[config.mk]
export PLATFORM = sky130hd
export DESIGN_NAME = erm_rx_monitor
export DESIGN_NICKNAME = d
export VERILOG_FILES = /design/src/include/erm_pkg.sv /design/src/erm_loss_detect.sv /design/src/erm_rx_monitor.sv
export SDC_FILE = /design/constraint.sdc
export NUM_CORES = 1
export LEC_CHECK = 0
export ABC_AREA = 1
export BUFFER_PORTS_ARGS = -buffer_cell sky130_fd_sc_hd__clkbuf_2
export CORE_ASPECT_RATIO = 0.7
export CORE_UTILIZATION = 50
export CTS_CLUSTER_SIZE = 20
export DETAILED_ROUTE_END_ITERATION = 16
export GPL_TIMING_DRIVEN = 1
export HOLD_SLACK_MARGIN = 0.02
export PLACE_DENSITY = 0.66
export SETUP_SLACK_MARGIN = 0.05
export SLEW_MARGIN = 15
export SYNTH_ARGS = -nofsm -noshare
export SYNTH_HDL_FRONTEND = slang
export SYNTH_SLANG_ARGS = --single-unit
[constraint.sdc]
create_clock -name clk -period 5.35 [get_ports clk]
set_clock_uncertainty 0.05 [all_clocks]
set_input_delay 0.535 -clock clk [delete_from_list [all_inputs] [get_ports clk]]
set_output_delay 0.535 -clock clk [all_outputs]
set_load 0.02 [all_outputs]
[src/include/erm_pkg.sv]
// Package for the E1 receive monitor channel: register map, fields, timing counts.
// Assumes a 200 MHz system clock and a one-cycle recovered-bit strobe.
package erm_pkg;

  // Register offsets (byte-wide registers on the plain port)
  localparam logic [7:0] OFF_SOFT_RESET     = 8'h00;
  localparam logic [7:0] OFF_GLOBAL_CONTROL = 8'h0f;
  localparam logic [7:0] OFF_ALARM_STATUS   = 8'h13;
  localparam logic [7:0] OFF_ALARM_IE       = 8'h14;
  localparam logic [7:0] OFF_MODE_CTRL      = 8'h20;
  localparam logic [7:0] OFF_LINE_STATUS    = 8'h21;

  // Global control fields
  localparam int GC_AMI_BIT       = 4;
  localparam int GC_ALARM_INS_BIT = 6;
  // Mode control fields
  localparam int MC_ETSI_BIT      = 0;
  localparam int MC_DATAREC_BIT   = 1;
  localparam int MC_HOSTMODE_BIT  = 2;
  localparam int MC_NONMUX_BIT    = 3;

  // Reset values
  localparam logic [7:0] GLOBAL_CONTROL_RST = 8'h00;
  localparam logic [7:0] ALARM_IE_RST       = 8'h00;
  localparam logic [7:0] MODE_CTRL_RST      = 8'h04;

  // Timing
  localparam int CLK_MHZ           = 200;
  localparam int SOFT_RST_LONG_NS  = 2000;
  localparam int SOFT_RST_SHORT_NS = 1000;
  localparam int SOFT_RST_LONG_CYC  = SOFT_RST_LONG_NS * CLK_MHZ / 1000;
  localparam int SOFT_RST_SHORT_CYC = SOFT_RST_SHORT_NS * CLK_MHZ / 1000;
  localparam int AMP_LOSS_US       = 30;
  localparam int AMP_LOSS_CYC      = AMP_LOSS_US * CLK_MHZ;

  // Detection counts
  localparam int G775_LOSS_ZEROS   = 32;
  localparam int G775_WINDOW       = 32;
  localparam int G775_MIN_MARKS    = 4;
  localparam int G775_MAX_RUN      = 15;
  localparam int ETSI_LOSS_ZEROS   = 2048;
  localparam int ETSI_CLEAR_MARKS  = 32;
  localparam int AIS_WINDOW        = 512;
  localparam int AIS_MIN_ZEROS     = 3;
  localparam int UNIPOLAR_QUAL     = 16;

  // Register bus request
  typedef struct packed {
    logic       wr;
    logic       rd;
    logic [7:0] addr;
    logic [7:0] wdata;
  } erm_bus_t;

  // One received bit from the slicer
  typedef struct packed {
    logic valid;
    logic pos;
    logic neg;
  } erm_bit_t;

endpackage : erm_pkg

[src/erm_loss_detect.sv]
// Zero-count loss-of-signal detector for one receive channel.
// Assumes bitIn.valid pulses once per recovered bit period.
`timescale 1ns/10ps
`default_nettype none
module erm_loss_detect
  #(parameter int ETSI_ZEROS = erm_pkg::ETSI_LOSS_ZEROS)
  (
  input  wire logic              clk,
  input  wire logic              rst_b,
  input  wire logic              clear,
  input  wire logic              etsiMode,
  input  wire erm_pkg::erm_bit_t bitIn,
  output logic                   lossFlag
  );
  import erm_pkg::*;

  logic [11:0] zeroCnt_r;
  logic [5:0]  runCnt_r;
  logic [G775_WINDOW-1:0] window_r;
  logic [5:0]  markRun_r;
  logic        mark;
  logic [5:0]  marksInWin;

  assign mark = bitIn.pos | bitIn.neg;
  assign marksInWin = 6'($countones(window_r));

  // Zero counter: count zeros, reset on mark, saturate at terminal count
  always_ff @(posedge clk)
  begin
    if (!rst_b || clear)
      zeroCnt_r <= 12'h000;
    else if (bitIn.valid)
    begin
      if (mark)
        zeroCnt_r <= 12'h000;
      else if (zeroCnt_r != 12'(ETSI_ZEROS))
        zeroCnt_r <= zeroCnt_r + 12'h001;
    end
  end

  // Sliding mark window and current zero run, for the G.775 clear test
  always_ff @(posedge clk)
  begin
    if (!rst_b || clear)
    begin
      window_r  <= '0;
      runCnt_r  <= 6'h00;
      markRun_r <= 6'h00;
    end
    else if (bitIn.valid)
    begin
      window_r  <= {window_r[G775_WINDOW-2:0], mark};
      runCnt_r  <= mark ? 6'h00 : (runCnt_r == 6'h3f ? runCnt_r : runCnt_r + 6'h01);
      markRun_r <= mark ? (markRun_r == 6'h3f ? markRun_r : markRun_r + 6'h01) : 6'h00;
    end
  end

  // Flag set and clear; set wins, since a clear needs recent marks anyway
  always_ff @(posedge clk)
  begin
    if (!rst_b || clear)
      lossFlag <= 1'b0;
    else if (!etsiMode && zeroCnt_r >= 12'(G775_LOSS_ZEROS))
      lossFlag <= 1'b1;
    else if (etsiMode && zeroCnt_r >= 12'(ETSI_ZEROS))
      lossFlag <= 1'b1;
    else if (!etsiMode && marksInWin >= 6'(G775_MIN_MARKS)
             && runCnt_r <= 6'(G775_MAX_RUN))
      lossFlag <= 1'b0;
    else if (etsiMode && markRun_r > 6'(ETSI_CLEAR_MARKS))
      lossFlag <= 1'b0;
  end

endmodule : erm_loss_detect
`default_nettype wire

[src/erm_rx_monitor.sv]
// One E1 receive channel's digital monitor: reset, clock select, loss, alarm, violations.
// Assumes recovered bits and master-clock level arrive synchronous to clk.
// Functional notes
// - Reset register write starts timed reset cycle
// - Power-up reset loads defaults, clears loss
// - Clock recovery: output recovered clock
// - Data recovery: tristate or XOR per master
// - Zero counter increments, mark clears it
// - Loss swaps to master clock and back
// - Data outputs follow input during loss
// - G.775: loss after 32 zeros
// - G.775 clear: 4 marks, run under 16
// - ETSI: loss after 2048 zeros
// - ETSI clear: over 32 marked intervals
// - Select bit one chooses ETSI mode
// - Data recovery: amplitude loss after 30us
// - Alarm detect only host, clock recovery, master
// - Fewer than 3 zeros in 512 declares
// - Three or more zeros in 512 clears
// - Insert disabled: no insertion, status untouched
// - Insert enabled: all ones, status tracks input
// - Violations only after unipolar qualified 16 cycles
// - AMI: report every bipolar violation
// - HDB3: pulse non-substitution violations only
//
// The address-and-strobe port was decided locally.
`timescale 1ns/10ps
`default_nettype none
module erm_rx_monitor
  #(parameter int ETSI_ZEROS  = erm_pkg::ETSI_LOSS_ZEROS,
    parameter int AMP_CYC     = erm_pkg::AMP_LOSS_CYC,
    parameter int AIS_WIN     = erm_pkg::AIS_WINDOW)
  (
  input  wire logic              clk,
  input  wire logic              rst_b,
  input  wire erm_pkg::erm_bus_t bus,
  output logic [7:0]             rdata,
  input  wire erm_pkg::erm_bit_t bitIn,
  input  wire logic              recClk,
  input  wire logic              masterClk,
  input  wire logic              lowAmplitude,
  input  wire logic              unipolar_select_in,
  output logic                   rx_positive_data,
  output logic                   rx_negative_data,
  output logic                   rxDataValid,
  output logic                   rxClkOut,
  output logic                   rxClkOutEn,
  output logic                   signal_loss_flag,
  output logic                   code_violation_out,
  output logic                   inResetCycle
  );
  import erm_pkg::*;

  logic [7:0]  globalControl_r;
  logic [7:0]  alarmIe_r;
  logic [7:0]  modeCtrl_r;
  logic        alarmStatus_r;
  logic [11:0] rstCnt_r;
  logic        softRst;
  logic        blockClr;
  logic        zeroLoss;
  logic        ampLoss_r;
  logic [15:0] ampCnt_r;
  logic        lossNow;
  logic        useMaster_r;
  logic        mPrev_r;
  logic [4:0]  ubsCnt_r;
  logic        unipolar_r;
  logic [9:0]  aisBits_r;
  logic [1:0]  aisZeros_r;
  logic        aisDetect_r;
  logic        lastPol_r;
  logic        havePulse_r;
  logic [1:0]  zerosSince_r;
  logic [7:0]  mIdle_r;
  logic        masterActive;
  logic        etsi;
  logic        dataRec;
  logic        ampLossUsed;

  // Mode decode and status taps
  assign etsi     = modeCtrl_r[MC_ETSI_BIT];
  assign dataRec  = modeCtrl_r[MC_DATAREC_BIT];
  assign softRst  = rstCnt_r != 12'h000;
  assign blockClr = softRst;
  assign inResetCycle = softRst;
  assign ampLossUsed  = dataRec & ampLoss_r;
  assign lossNow  = dataRec ? ampLoss_r : zeroLoss;
  assign signal_loss_flag = lossNow;
  assign masterActive = ~&mIdle_r; // Saturated idle count means a stalled master

  // Reset cycle length depends on processor bus mode
  function automatic logic [11:0] rstLen(input logic nonMux);
    rstLen = nonMux ? 12'(SOFT_RST_LONG_CYC) : 12'(SOFT_RST_SHORT_CYC);
  endfunction : rstLen

  // Reset cycle timer; registers held at defaults while it runs
  always_ff @(posedge clk)
  begin
    if (!rst_b)
      rstCnt_r <= 12'h000;
    else if (bus.wr && bus.addr == OFF_SOFT_RESET)
      rstCnt_r <= rstLen(modeCtrl_r[MC_NONMUX_BIT]);
    else if (softRst)
      rstCnt_r <= rstCnt_r - 12'h001;
  end

  // Writable registers; writes during a reset cycle are dropped
  always_ff @(posedge clk)
  begin
    if (!rst_b || softRst)
    begin
      globalControl_r <= GLOBAL_CONTROL_RST;
      alarmIe_r       <= ALARM_IE_RST;
      modeCtrl_r      <= MODE_CTRL_RST;
    end
    else if (bus.wr)
    begin
      if (bus.addr == OFF_GLOBAL_CONTROL)
        globalControl_r <= bus.wdata;
      else if (bus.addr == OFF_ALARM_IE)
        alarmIe_r <= bus.wdata;
      else if (bus.addr == OFF_MODE_CTRL)
        modeCtrl_r <= bus.wdata;
    end
  end

  // Read data one cycle after the strobe; unmapped reads give zero
  always_ff @(posedge clk)
  begin
    if (!rst_b)
      rdata <= 8'h00;
    else if (bus.rd)
    begin
      if (bus.addr == OFF_GLOBAL_CONTROL)
        rdata <= globalControl_r;
      else if (bus.addr == OFF_ALARM_STATUS)
        rdata <= {7'h00, alarmStatus_r};
      else if (bus.addr == OFF_ALARM_IE)
        rdata <= alarmIe_r;
      else if (bus.addr == OFF_MODE_CTRL)
        rdata <= modeCtrl_r;
      else if (bus.addr == OFF_LINE_STATUS)
        rdata <= {4'h0, unipolar_r, aisDetect_r, ampLossUsed, lossNow};
      else
        rdata <= 8'h00;
    end
    else
      rdata <= 8'h00;
  end

  // Zero-count detector, cleared by either reset
  erm_loss_detect #(.ETSI_ZEROS(ETSI_ZEROS)) uLoss
  (
    .clk      (clk),
    .rst_b    (rst_b),
    .clear    (blockClr),
    .etsiMode (etsi),
    .bitIn    (bitIn),
    .lossFlag (zeroLoss)
  );

  // Self-timed amplitude qualification used in data-recovery mode
  always_ff @(posedge clk)
  begin
    if (!rst_b || blockClr || !lowAmplitude)
    begin
      ampCnt_r  <= 16'h0000;
      ampLoss_r <= 1'b0;
    end
    else if (ampCnt_r >= 16'(AMP_CYC))
      ampLoss_r <= 1'b1;
    else
      ampCnt_r <= ampCnt_r + 16'h0001;
  end

  // Clock source flag; return to recovered clock waits for a master edge
  // so the switch lands cleanly rather than mid-phase
  always_ff @(posedge clk)
  begin
    if (!rst_b)
    begin
      useMaster_r <= 1'b0;
      mPrev_r     <= 1'b0;
    end
    else
    begin
      mPrev_r <= masterClk;
      if (zeroLoss)
        useMaster_r <= 1'b1;
      else if (masterClk != mPrev_r)
        useMaster_r <= 1'b0;
    end
  end

  // Master clock activity: alarm windows count only while the master runs,
  // since a stalled master leaves them no time base; the saturating count
  // puts the stall limit near 1.3 us, above any master half period
  always_ff @(posedge clk)
  begin
    if (!rst_b || masterClk != mPrev_r)
      mIdle_r <= 8'h00;
    else if (masterActive)
      mIdle_r <= mIdle_r + 8'h01;
  end

  // Receive clock output mux
  always_comb
  begin
    if (dataRec)
    begin
      rxClkOutEn = masterClk;
      rxClkOut   = masterClk & (rx_positive_data ^ rx_negative_data);
    end
    else
    begin
      rxClkOutEn = 1'b1;
      rxClkOut   = useMaster_r ? masterClk : recClk;
    end
  end

  // Unipolar qualification: select must stay high over 16 master cycles
  always_ff @(posedge clk)
  begin
    if (!rst_b || !unipolar_select_in)
    begin
      ubsCnt_r   <= 5'h00;
      unipolar_r <= 1'b0;
    end
    else if (masterClk && !mPrev_r)
    begin
      if (ubsCnt_r >= 5'(UNIPOLAR_QUAL))
        unipolar_r <= 1'b1;
      else
        ubsCnt_r <= ubsCnt_r + 5'h01;
    end
  end

  // Alarm detection: count zeros over fixed windows of recovered bits
  always_ff @(posedge clk)
  begin
    if (!rst_b || blockClr)
    begin
      aisBits_r   <= 10'h000;
      aisZeros_r  <= 2'h0;
      aisDetect_r <= 1'b0;
    end
    else if (bitIn.valid && modeCtrl_r[MC_HOSTMODE_BIT] && !dataRec && masterActive)
    begin
      if (aisBits_r == 10'(AIS_WIN - 1))
      begin
        aisBits_r   <= 10'h000;
        aisZeros_r  <= 2'h0;
        aisDetect_r <= (aisZeros_r + 2'(!(bitIn.pos | bitIn.neg))) < 2'(AIS_MIN_ZEROS)
                       && aisZeros_r != 2'h3;
      end
      else
      begin
        aisBits_r <= aisBits_r + 10'h001;
        if (!(bitIn.pos | bitIn.neg) && aisZeros_r != 2'h3)
          aisZeros_r <= aisZeros_r + 2'h1;
      end
    end
  end

  // Alarm status: with insertion enabled during loss it tracks the input content
  always_ff @(posedge clk)
  begin
    if (!rst_b || blockClr)
      alarmStatus_r <= 1'b0;
    else if (lossNow && globalControl_r[GC_ALARM_INS_BIT])
    begin
      if (bitIn.valid)
        alarmStatus_r <= !(bitIn.pos | bitIn.neg);
    end
    else if (!lossNow)
      alarmStatus_r <= aisDetect_r;
    else
      alarmStatus_r <= alarmStatus_r;
  end

  // Data outputs follow the line; all ones only when inserting
  always_ff @(posedge clk)
  begin
    if (!rst_b)
    begin
      rx_positive_data <= 1'b0;
      rx_negative_data <= 1'b0;
      rxDataValid      <= 1'b0;
    end
    else
    begin
      rxDataValid <= bitIn.valid;
      if (bitIn.valid)
      begin
        if (lossNow && globalControl_r[GC_ALARM_INS_BIT])
        begin
          rx_positive_data <= 1'b1;
          rx_negative_data <= 1'b1;
        end
        else
        begin
          rx_positive_data <= bitIn.pos;
          rx_negative_data <= bitIn.neg;
        end
      end
    end
  end

  // Violation check; in HDB3 a violation after fewer than 3 zeros is a substitution
  always_ff @(posedge clk)
  begin
    if (!rst_b || blockClr)
    begin
      lastPol_r          <= 1'b0;
      havePulse_r        <= 1'b0;
      zerosSince_r       <= 2'h0;
      code_violation_out <= 1'b0;
    end
    else if (bitIn.valid)
    begin
      code_violation_out <= 1'b0;
      if (bitIn.pos ^ bitIn.neg)
      begin
        if (unipolar_r && havePulse_r && lastPol_r == bitIn.pos)
        begin
          if (globalControl_r[GC_AMI_BIT])
            code_violation_out <= 1'b1;
          else if (zerosSince_r == 2'h3)
            code_violation_out <= 1'b1;
        end
        lastPol_r    <= bitIn.pos;
        havePulse_r  <= 1'b1;
        zerosSince_r <= 2'h0;
      end
      else if (zerosSince_r != 2'h3)
        zerosSince_r <= zerosSince_r + 2'h1;
    end
  end

endmodule : erm_rx_monitor
`default_nettype wire

# [After elaboration in Yosys (flattened, before gate mapping)]
# Index checks and enable logic that the tools add are counted.
[totals] ff_bits=156 out_inout_bits=16 elab_cells=192
[classes] addsub=42 mux=38 n_eq_ne=18 n_bitwise=8 n_reduce_logical=50 order_cmp=8
[ops] op="adder 6 bit" count=15
[ops] op="2-to-1 mux 12 bit" count=4
[ops] op="adder 1 x 1 -> 2 bit" count=16
[ops] op="2-to-1 mux 8 bit" count=4
[ops] op="2-to-1 mux 6 bit" count=4
[ops] op="AND reduction 2 bit" count=12
[ops] op="2-to-1 mux 1 bit" count=19
[ops] op="adder 16 x 1 -> 16 bit (second input constant)" count=1
[ops] op="== test 8 x 5 -> 1 bit (second input constant)" count=2
[ops] op="== test 8 x 6 -> 1 bit (second input constant)" count=2
[ops] op=">= comparator 16 x 13 -> 1 bit (second input constant)" count=1
[ops] op="logical AND 1 bit" count=15
[ops] op="adder 12 x 1 -> 12 bit (second input constant)" count=1
[ops] op="adder 6 x 1 -> 6 bit (second input constant)" count=2
[ops] op="== test 6 bit (second input constant)" count=2
[ops] op=">= comparator 12 bit (second input constant)" count=1
[ops] op=">= comparator 12 x 6 -> 1 bit (second input constant)" count=1
[ops] op="!= test 12 bit (second input constant)" count=1
[ops] op="nonzero test 12 bit" count=1
[ops] op="subtractor 12 x 1 -> 12 bit (second input constant)" count=1
[ops] op="adder 10 x 1 -> 10 bit (second input constant)" count=1
[ops] op="== test 10 x 9 -> 1 bit (second input constant)" count=1
[ops] op="2-to-1 mux 10 bit" count=1
[ops] op="nonzero test 2 bit" count=5
[ops] op="other kinds (29)" count=51

# [Logic depth before layout (Yosys ltp)]
[logic_depth] depth_word=11 depth_mapped=20 mapped_depth_nobuf=20

# [Cells and area by module]
# A second synthesis with hierarchy kept.
[hier_totals] hier_cells=1136 hier_area_um2=8180.3
[modules_own_cells] mod="erm_rx_monitor" n_inst=1 cells_per_inst=689 area_each_um2=4754.6
[modules_own_cells] mod="erm_loss_detect" n_inst=1 cells_per_inst=447 area_each_um2=3425.8

# [Least setup slack after synthesis]
# OpenSTA, ideal clock, no wires.
[synth_timing] kind="reg2reg" from="register uLoss.window_r[0]" to="register uLoss.lossFlag" path_stages_with_launch=18 required_ps=5230 setup_time_ps=70 setup_slack_ps=964 path_buffers=0 t_arrival_ps=4266 cell_sequence="dfxtp_1 > ha_1 > inv_1 > fa_1 > inv_1 > fa_1 > fa_1 > fa_1 > fa_1 > ha_1 > inv_1 > fa_1 > inv_1 > nor2_1 > o2111ai_1 > nand2_1 > nand3_1 > a21oi_1"
[synth_between] elab_chain_cells=11 elab_cells_between_ends=12
[synth_rtl] item="from (decl)" line="erm_loss_detect.sv:19" rtl="logic [G775_WINDOW-1:0] window_r;"
[synth_rtl] item="from (signal assigned)" line="erm_loss_detect.sv:52" rtl="window_r <= {window_r[G775_WINDOW-2:0], mark};"
[synth_rtl] item="adder 1 x 1 -> 2 bit (not written as such) *" line="erm_loss_detect.sv:25" rtl="assign marksInWin = 6'($countones(window_r));"
[synth_rtl] item="adder 6 bit (not written as such) * (4 in series)" line="erm_loss_detect.sv:25"
[synth_rtl] item=">= comparator 6 x 3 -> 1 bit *" line="erm_loss_detect.sv:67" rtl="else if (!etsiMode && marksInWin >= 6'(G775_MIN_MARKS)"
[synth_rtl] item="logical AND 1 bit *" line="erm_loss_detect.sv:67"
[synth_rtl] item="logical AND 1 bit *" line="erm_loss_detect.sv:68" rtl="&& runCnt_r <= 6'(G775_MAX_RUN))"
[synth_rtl] item="2-to-1 mux 1 bit" line="erm_loss_detect.sv:67"
[synth_rtl] item="2-to-1 mux 1 bit" line="erm_loss_detect.sv:65" rtl="else if (etsiMode && zeroCnt_r >= 12'(ETSI_ZEROS))"
[synth_rtl] item="2-to-1 mux 1 bit" line="erm_loss_detect.sv:63" rtl="else if (!etsiMode && zeroCnt_r >= 12'(G775_LOSS_ZEROS))"
[synth_rtl] item="to (signal assigned)" line="erm_loss_detect.sv:64" rtl="lossFlag <= 1'b1;"
[synth_rtl] item="to (signal assigned)" line="erm_loss_detect.sv:66" rtl="lossFlag <= 1'b1;"
[synth_rtl] item="to (signal assigned)" line="erm_loss_detect.sv:69" rtl="lossFlag <= 1'b0;"
[synth_rtl] item="to (decl)" line="erm_loss_detect.sv:13" rtl="output logic lossFlag"
# Mark *: on every way between the ends. The rest lies on a longest branch, timed or not.
# A chain may end at the register's enable or synchronous reset.

# [Final worst setup path]
[layout_timing] from="register uLoss.window_r[22]" to="register uLoss.lossFlag"
# Same word-level chain as after synthesis.

==> results summary <==
The flow ran to the end, and the final reports show no timing, DRC or antenna violations. The worst register-to-register path has a depth of 18. The switching power as a share of total power is approximately 30%. The weighted congestion at the end of routability-driven global placement came out at roughly 0.84. The netlist area before placement came out at around 0.008 mm2. The HPWL reported at the end of detailed placement is ~12 mm.

The worst-case headroom to the max-slew limit is 43.3%. Yosys mapped the design onto 44 distinct sky130hd cell types. The wire length of the first global-routing pass came out at between 20 and 30 mm.

The mean instance size in the synthesized netlist is about 7.5 um2. Global routing finished with a remaining overflow of 0. The worst hold path cell count came out at 3.

Yosys attributes the largest share of cell area to sky130_fd_sc_hd__dfxtp_1 39%, sky130_fd_sc_hd__nand2_1 10%, sky130_fd_sc_hd__inv_1 7.9%. The largest net degree at the start of global routing is 62. The clock-pin slew on the worst setup and hold paths came out at ~0.06 ns.

The count of flip-flops with a built-in enable after synthesis is 0. The number of nets in the synthesized netlist is approximately 1,200. The total via count in the routed design came out at 6,559. The cell internal power dissipation is approximately 2.1 mW. The standard cell with the maximum stage delay on the critical path is sky130_fd_sc_hd__fa_1. The average wire length per cell after detail routing is between 10 and 15 um.

The post-place setup slack came out at 0.745 ns. Overall power consumption after layout is estimated at 2.97 mW. The CTS buffer count is 17. The worst-case vdd ir drop came out at between 0.00015 and 0.0002 V. The library cell used most frequently in the layout, excluding fill and tap cells, is sky130_fd_sc_hd__nand2_1.

The number of buffers between clock root and the deepest sink is 2. In this run the power spent charging and discharging nets is just under 900 uW. The worst setup path is launched from a register. The number of buffers inserted by post-CTS setup repair came out at 0. The pin slew with the least headroom to its limit is roughly 0.85 ns. Sequential cells were found to cover between 30 and 40% of the synthesized design area. Of all flip-flops after synthesis, the portion carrying an async set or reset was 0%.

The number of antenna diodes is 0. The critical path is of the register to register type. In this run the standard cell core region covers approximately 0.016 mm2.

The worst hold path begins at masterClk. In this run the tool buffered the top-level ports with 42 buffer cells. Once placement completed, the tool counted placed cells totaling ~1,300. The placed instance area is approximately 0.0083 mm2.

Of the cells placed in the final design, the portion with a size suffix greater than 1 is between 8 and 9%. The minimum hold slack is between 0.2 and 0.3 ns. The minimum period implied by the final worst setup slack came out at ~4.6 ns. In the routed layout, each cell is associated on average with a via count of between 4 and 5. The delay contributed by the slowest stage of the critical path is around 0.56 ns. The part of the total power dissipated in the clock network came out at about two fifths. The most numerous cell type found on the critical path is sky130_fd_sc_hd__fa_1. The deepest level of the CTS H-tree is 4.

For this run, the leading register cell type out of synthesis is sky130_fd_sc_hd__dfxtp_1. The initial core utilization is around half. The start of the worst register-to-register path is uLoss.window_r[22]. The row count is 38. Setup repair after global routing left no endpoint under its margin.

The endpoint of the worst register-to-register path is uLoss.lossFlag. TritonCTS built the clock tree. The final wirelength came out at 16.3 mm. The capture endpoint of the worst hold path is mPrev_r.

The number of design-rule violations left by the first detailed-router iteration came out at 411. The overall die width came out at between 150 and 200 um. The final core area utilization came out at between 50 and 60%. The insertion delay of the later-clocked pin in the worst-skew pair is roughly 0.43 ns. For the worst setup path, the data arrival time is around 4.9 ns.

The largest total area in the synthesized netlist belongs to sky130_fd_sc_hd__dfxtp_1. The final count of hold timing violations came to 0. The fraction of post-synthesis cell area in the top cell type by area is between 30% and 40%. Synthesis inferred between 150 and 200 register bits. Counting every instance in the synthesized netlist gives around 1,100. The final number of setup-violating endpoints came out at 0. The required time at the endpoint of the critical path is 5.63 ns.

The signal on the critical path passes through ha_1, inv_1, fa_1, fa_1, inv_1, fa_1, fa_1, fa_1, ha_1, inv_1, fa_1, nor2_1, nand2_1, nand2_1, o2111ai_1, nand2_1, nand3_1, a21oi_1. The hold buffer count at cts came out at 0. The number of gates given a new drive strength after cts came out at 0. The initial antenna violation count came out at 0. The number of clock sinks seen by CTS came out at approximately 160.

The I/O pin count came out at 43. The die outline height came out at 108 um. Global routing consumed, over all layers together, between 20% and 30% of the routing resources. The relative contribution of combinational cells to total power came out at approximately 17%. The static leakage power is ~3.7 nW. In the finished design, the share of the clock period the worst path needs comes to 86.8%. The path class of the tightest hold or removal check is input port to register.

The die covers between 0.015 and 0.02 mm2. The finished cells cover just under 0.009 mm2. Of all nets on the critical path, the largest fanout is 3. The highest achievable clock rate came out at 215 MHz.

The post-route antenna net violation count is 0. The final cell count without fillers came out at between 1,000 and 1,500. The Yosys warning count is 0.

The number of max-capacitance violations reported came out at 0. For this run, the post-layout net count is between 1,000 and 1,500. Relative to the synthesized area, the layout overhead comes to 11.6%.

The cell area power density came out at ~330 mW/mm2. STA classifies the critical path endpoint as a register. Leaving out fill and tap cells, the most frequent cells in the layout are 217 x sky130_fd_sc_hd__nand2_1, 168 x sky130_fd_sc_hd__inv_1, 156 x sky130_fd_sc_hd__dfxtp_1. The tree is rooted in a sky130_fd_sc_hd__clkbuf_16. The pre-antenna-repair detailed-routing pass consisted of 4 iterations.

The number of global-route vias before repair is roughly 5,800. The number of max-slew violations in the final report is 0. In the routed design, unresolved DRC markers number 0. The setup slack of the most critical reg-to-reg path came out at 0.71 ns. The post-route worst setup slack came out at 0.705 ns. Registers are responsible for a little over two fifths of the overall power. The final-layout setup total negative slack came out at 0 ns.
[sequential cells by signal (all words and copies together) (netlist names), 2 cells and up]
| signal | flops |
|---|---|
| uLoss.window_r | 32 |
| ampCnt_r | 16 |
| rstCnt_r | 12 |
| uLoss.zeroCnt_r | 12 |
| aisBits_r | 10 |
| alarmIe_r | 8 |
| globalControl_r | 8 |
| mIdle_r | 8 |
| modeCtrl_r | 8 |
| rdata | 8 |
| uLoss.markRun_r | 6 |
| uLoss.runCnt_r | 6 |
| ubsCnt_r | 5 |
| aisZeros_r | 2 |
| zerosSince_r | 2 |
[layout make-up]
type	instances	area [um2]
Sequential cell	156	3120
Fill cell	1421	6640
Inverter	173	651
Multi-Input combinational cell	709	4070
Tap cell	200	250
Clock buffer	20	457
Clock inverter	12	138
Timing Repair Buffer	44	225
[cell usage after synthesis, types with 10 or more instances]
master / number
sky130_fd_sc_hd__a21oi_1: 112
sky130_fd_sc_hd__clkbuf_1: 10
sky130_fd_sc_hd__dfxtp_1: 156
sky130_fd_sc_hd__fa_1: 26
sky130_fd_sc_hd__ha_1: 40
sky130_fd_sc_hd__inv_1: 168
sky130_fd_sc_hd__nand2_1: 217
sky130_fd_sc_hd__nand3_1: 43
sky130_fd_sc_hd__nand4_1: 13
sky130_fd_sc_hd__nor2_1: 111
sky130_fd_sc_hd__nor3_1: 20
sky130_fd_sc_hd__o21ai_0: 51
[power by group through the flow]
stage | clock (mW) | combinational [mW] | sequential, mW
detailed placement | 0 | 0.502 | 1.29
global route | 1.28 | 0.570 | 1.27
finish | 1.21 | 0.503 | 1.26
CTS | 1.23 | 0.504 | 1.26
floorplan | 0 | 0.413 | 1.28
global placement | 0 | 0.500 | 1.28
[worst max path at each step]
| stage | from | endpoint | slack [ns] |
|---|---|---|---|
| global placement | uLoss.window_r[0] | uLoss.lossFlag | 0.79 |
| finish | uLoss.window_r[22] | uLoss.lossFlag | 0.71 |
| floorplan | uLoss.window_r[0] | uLoss.lossFlag | 0.96 |
| detailed placement | uLoss.window_r[0] | uLoss.lossFlag | 0.75 |
| CTS | uLoss.window_r[1] | uLoss.lossFlag | 0.70 |
| global route | uLoss.window_r[0] | uLoss.lossFlag | 0.49 |
[cell families after synthesis]
group	count (synthesis)	share of synthesized area [%]
AND/OR/NAND/NOR	434	23.3
buffers and inverters	196	9.91
AO/OA/AOI/OAI	191	12.8
flip-flops	156	39.1
adder cells (fa/ha/maj)	66	12.8
XOR/XNOR	18	1.98
[worst max-delay path, delay by kind of cell (launching register included)]
family,cells,cell delay [ns]
AO/OA/AOI/OAI,2,0.25
adder cells (fa/ha/maj),8,3.32
buffers and inverters,3,0.18
flip-flops,1,0.37
AND/OR/NAND/NOR,5,0.39
[metal layers]
metal | global-route usage [%] | wire length, um
met3 | 4.79 | 729
met2 | 29.5 | 6490
met5 | 0 | 0
met4 | 7.00 | 199
met1 | 31.4 | 8870
(Power assumes the default switching activity.)
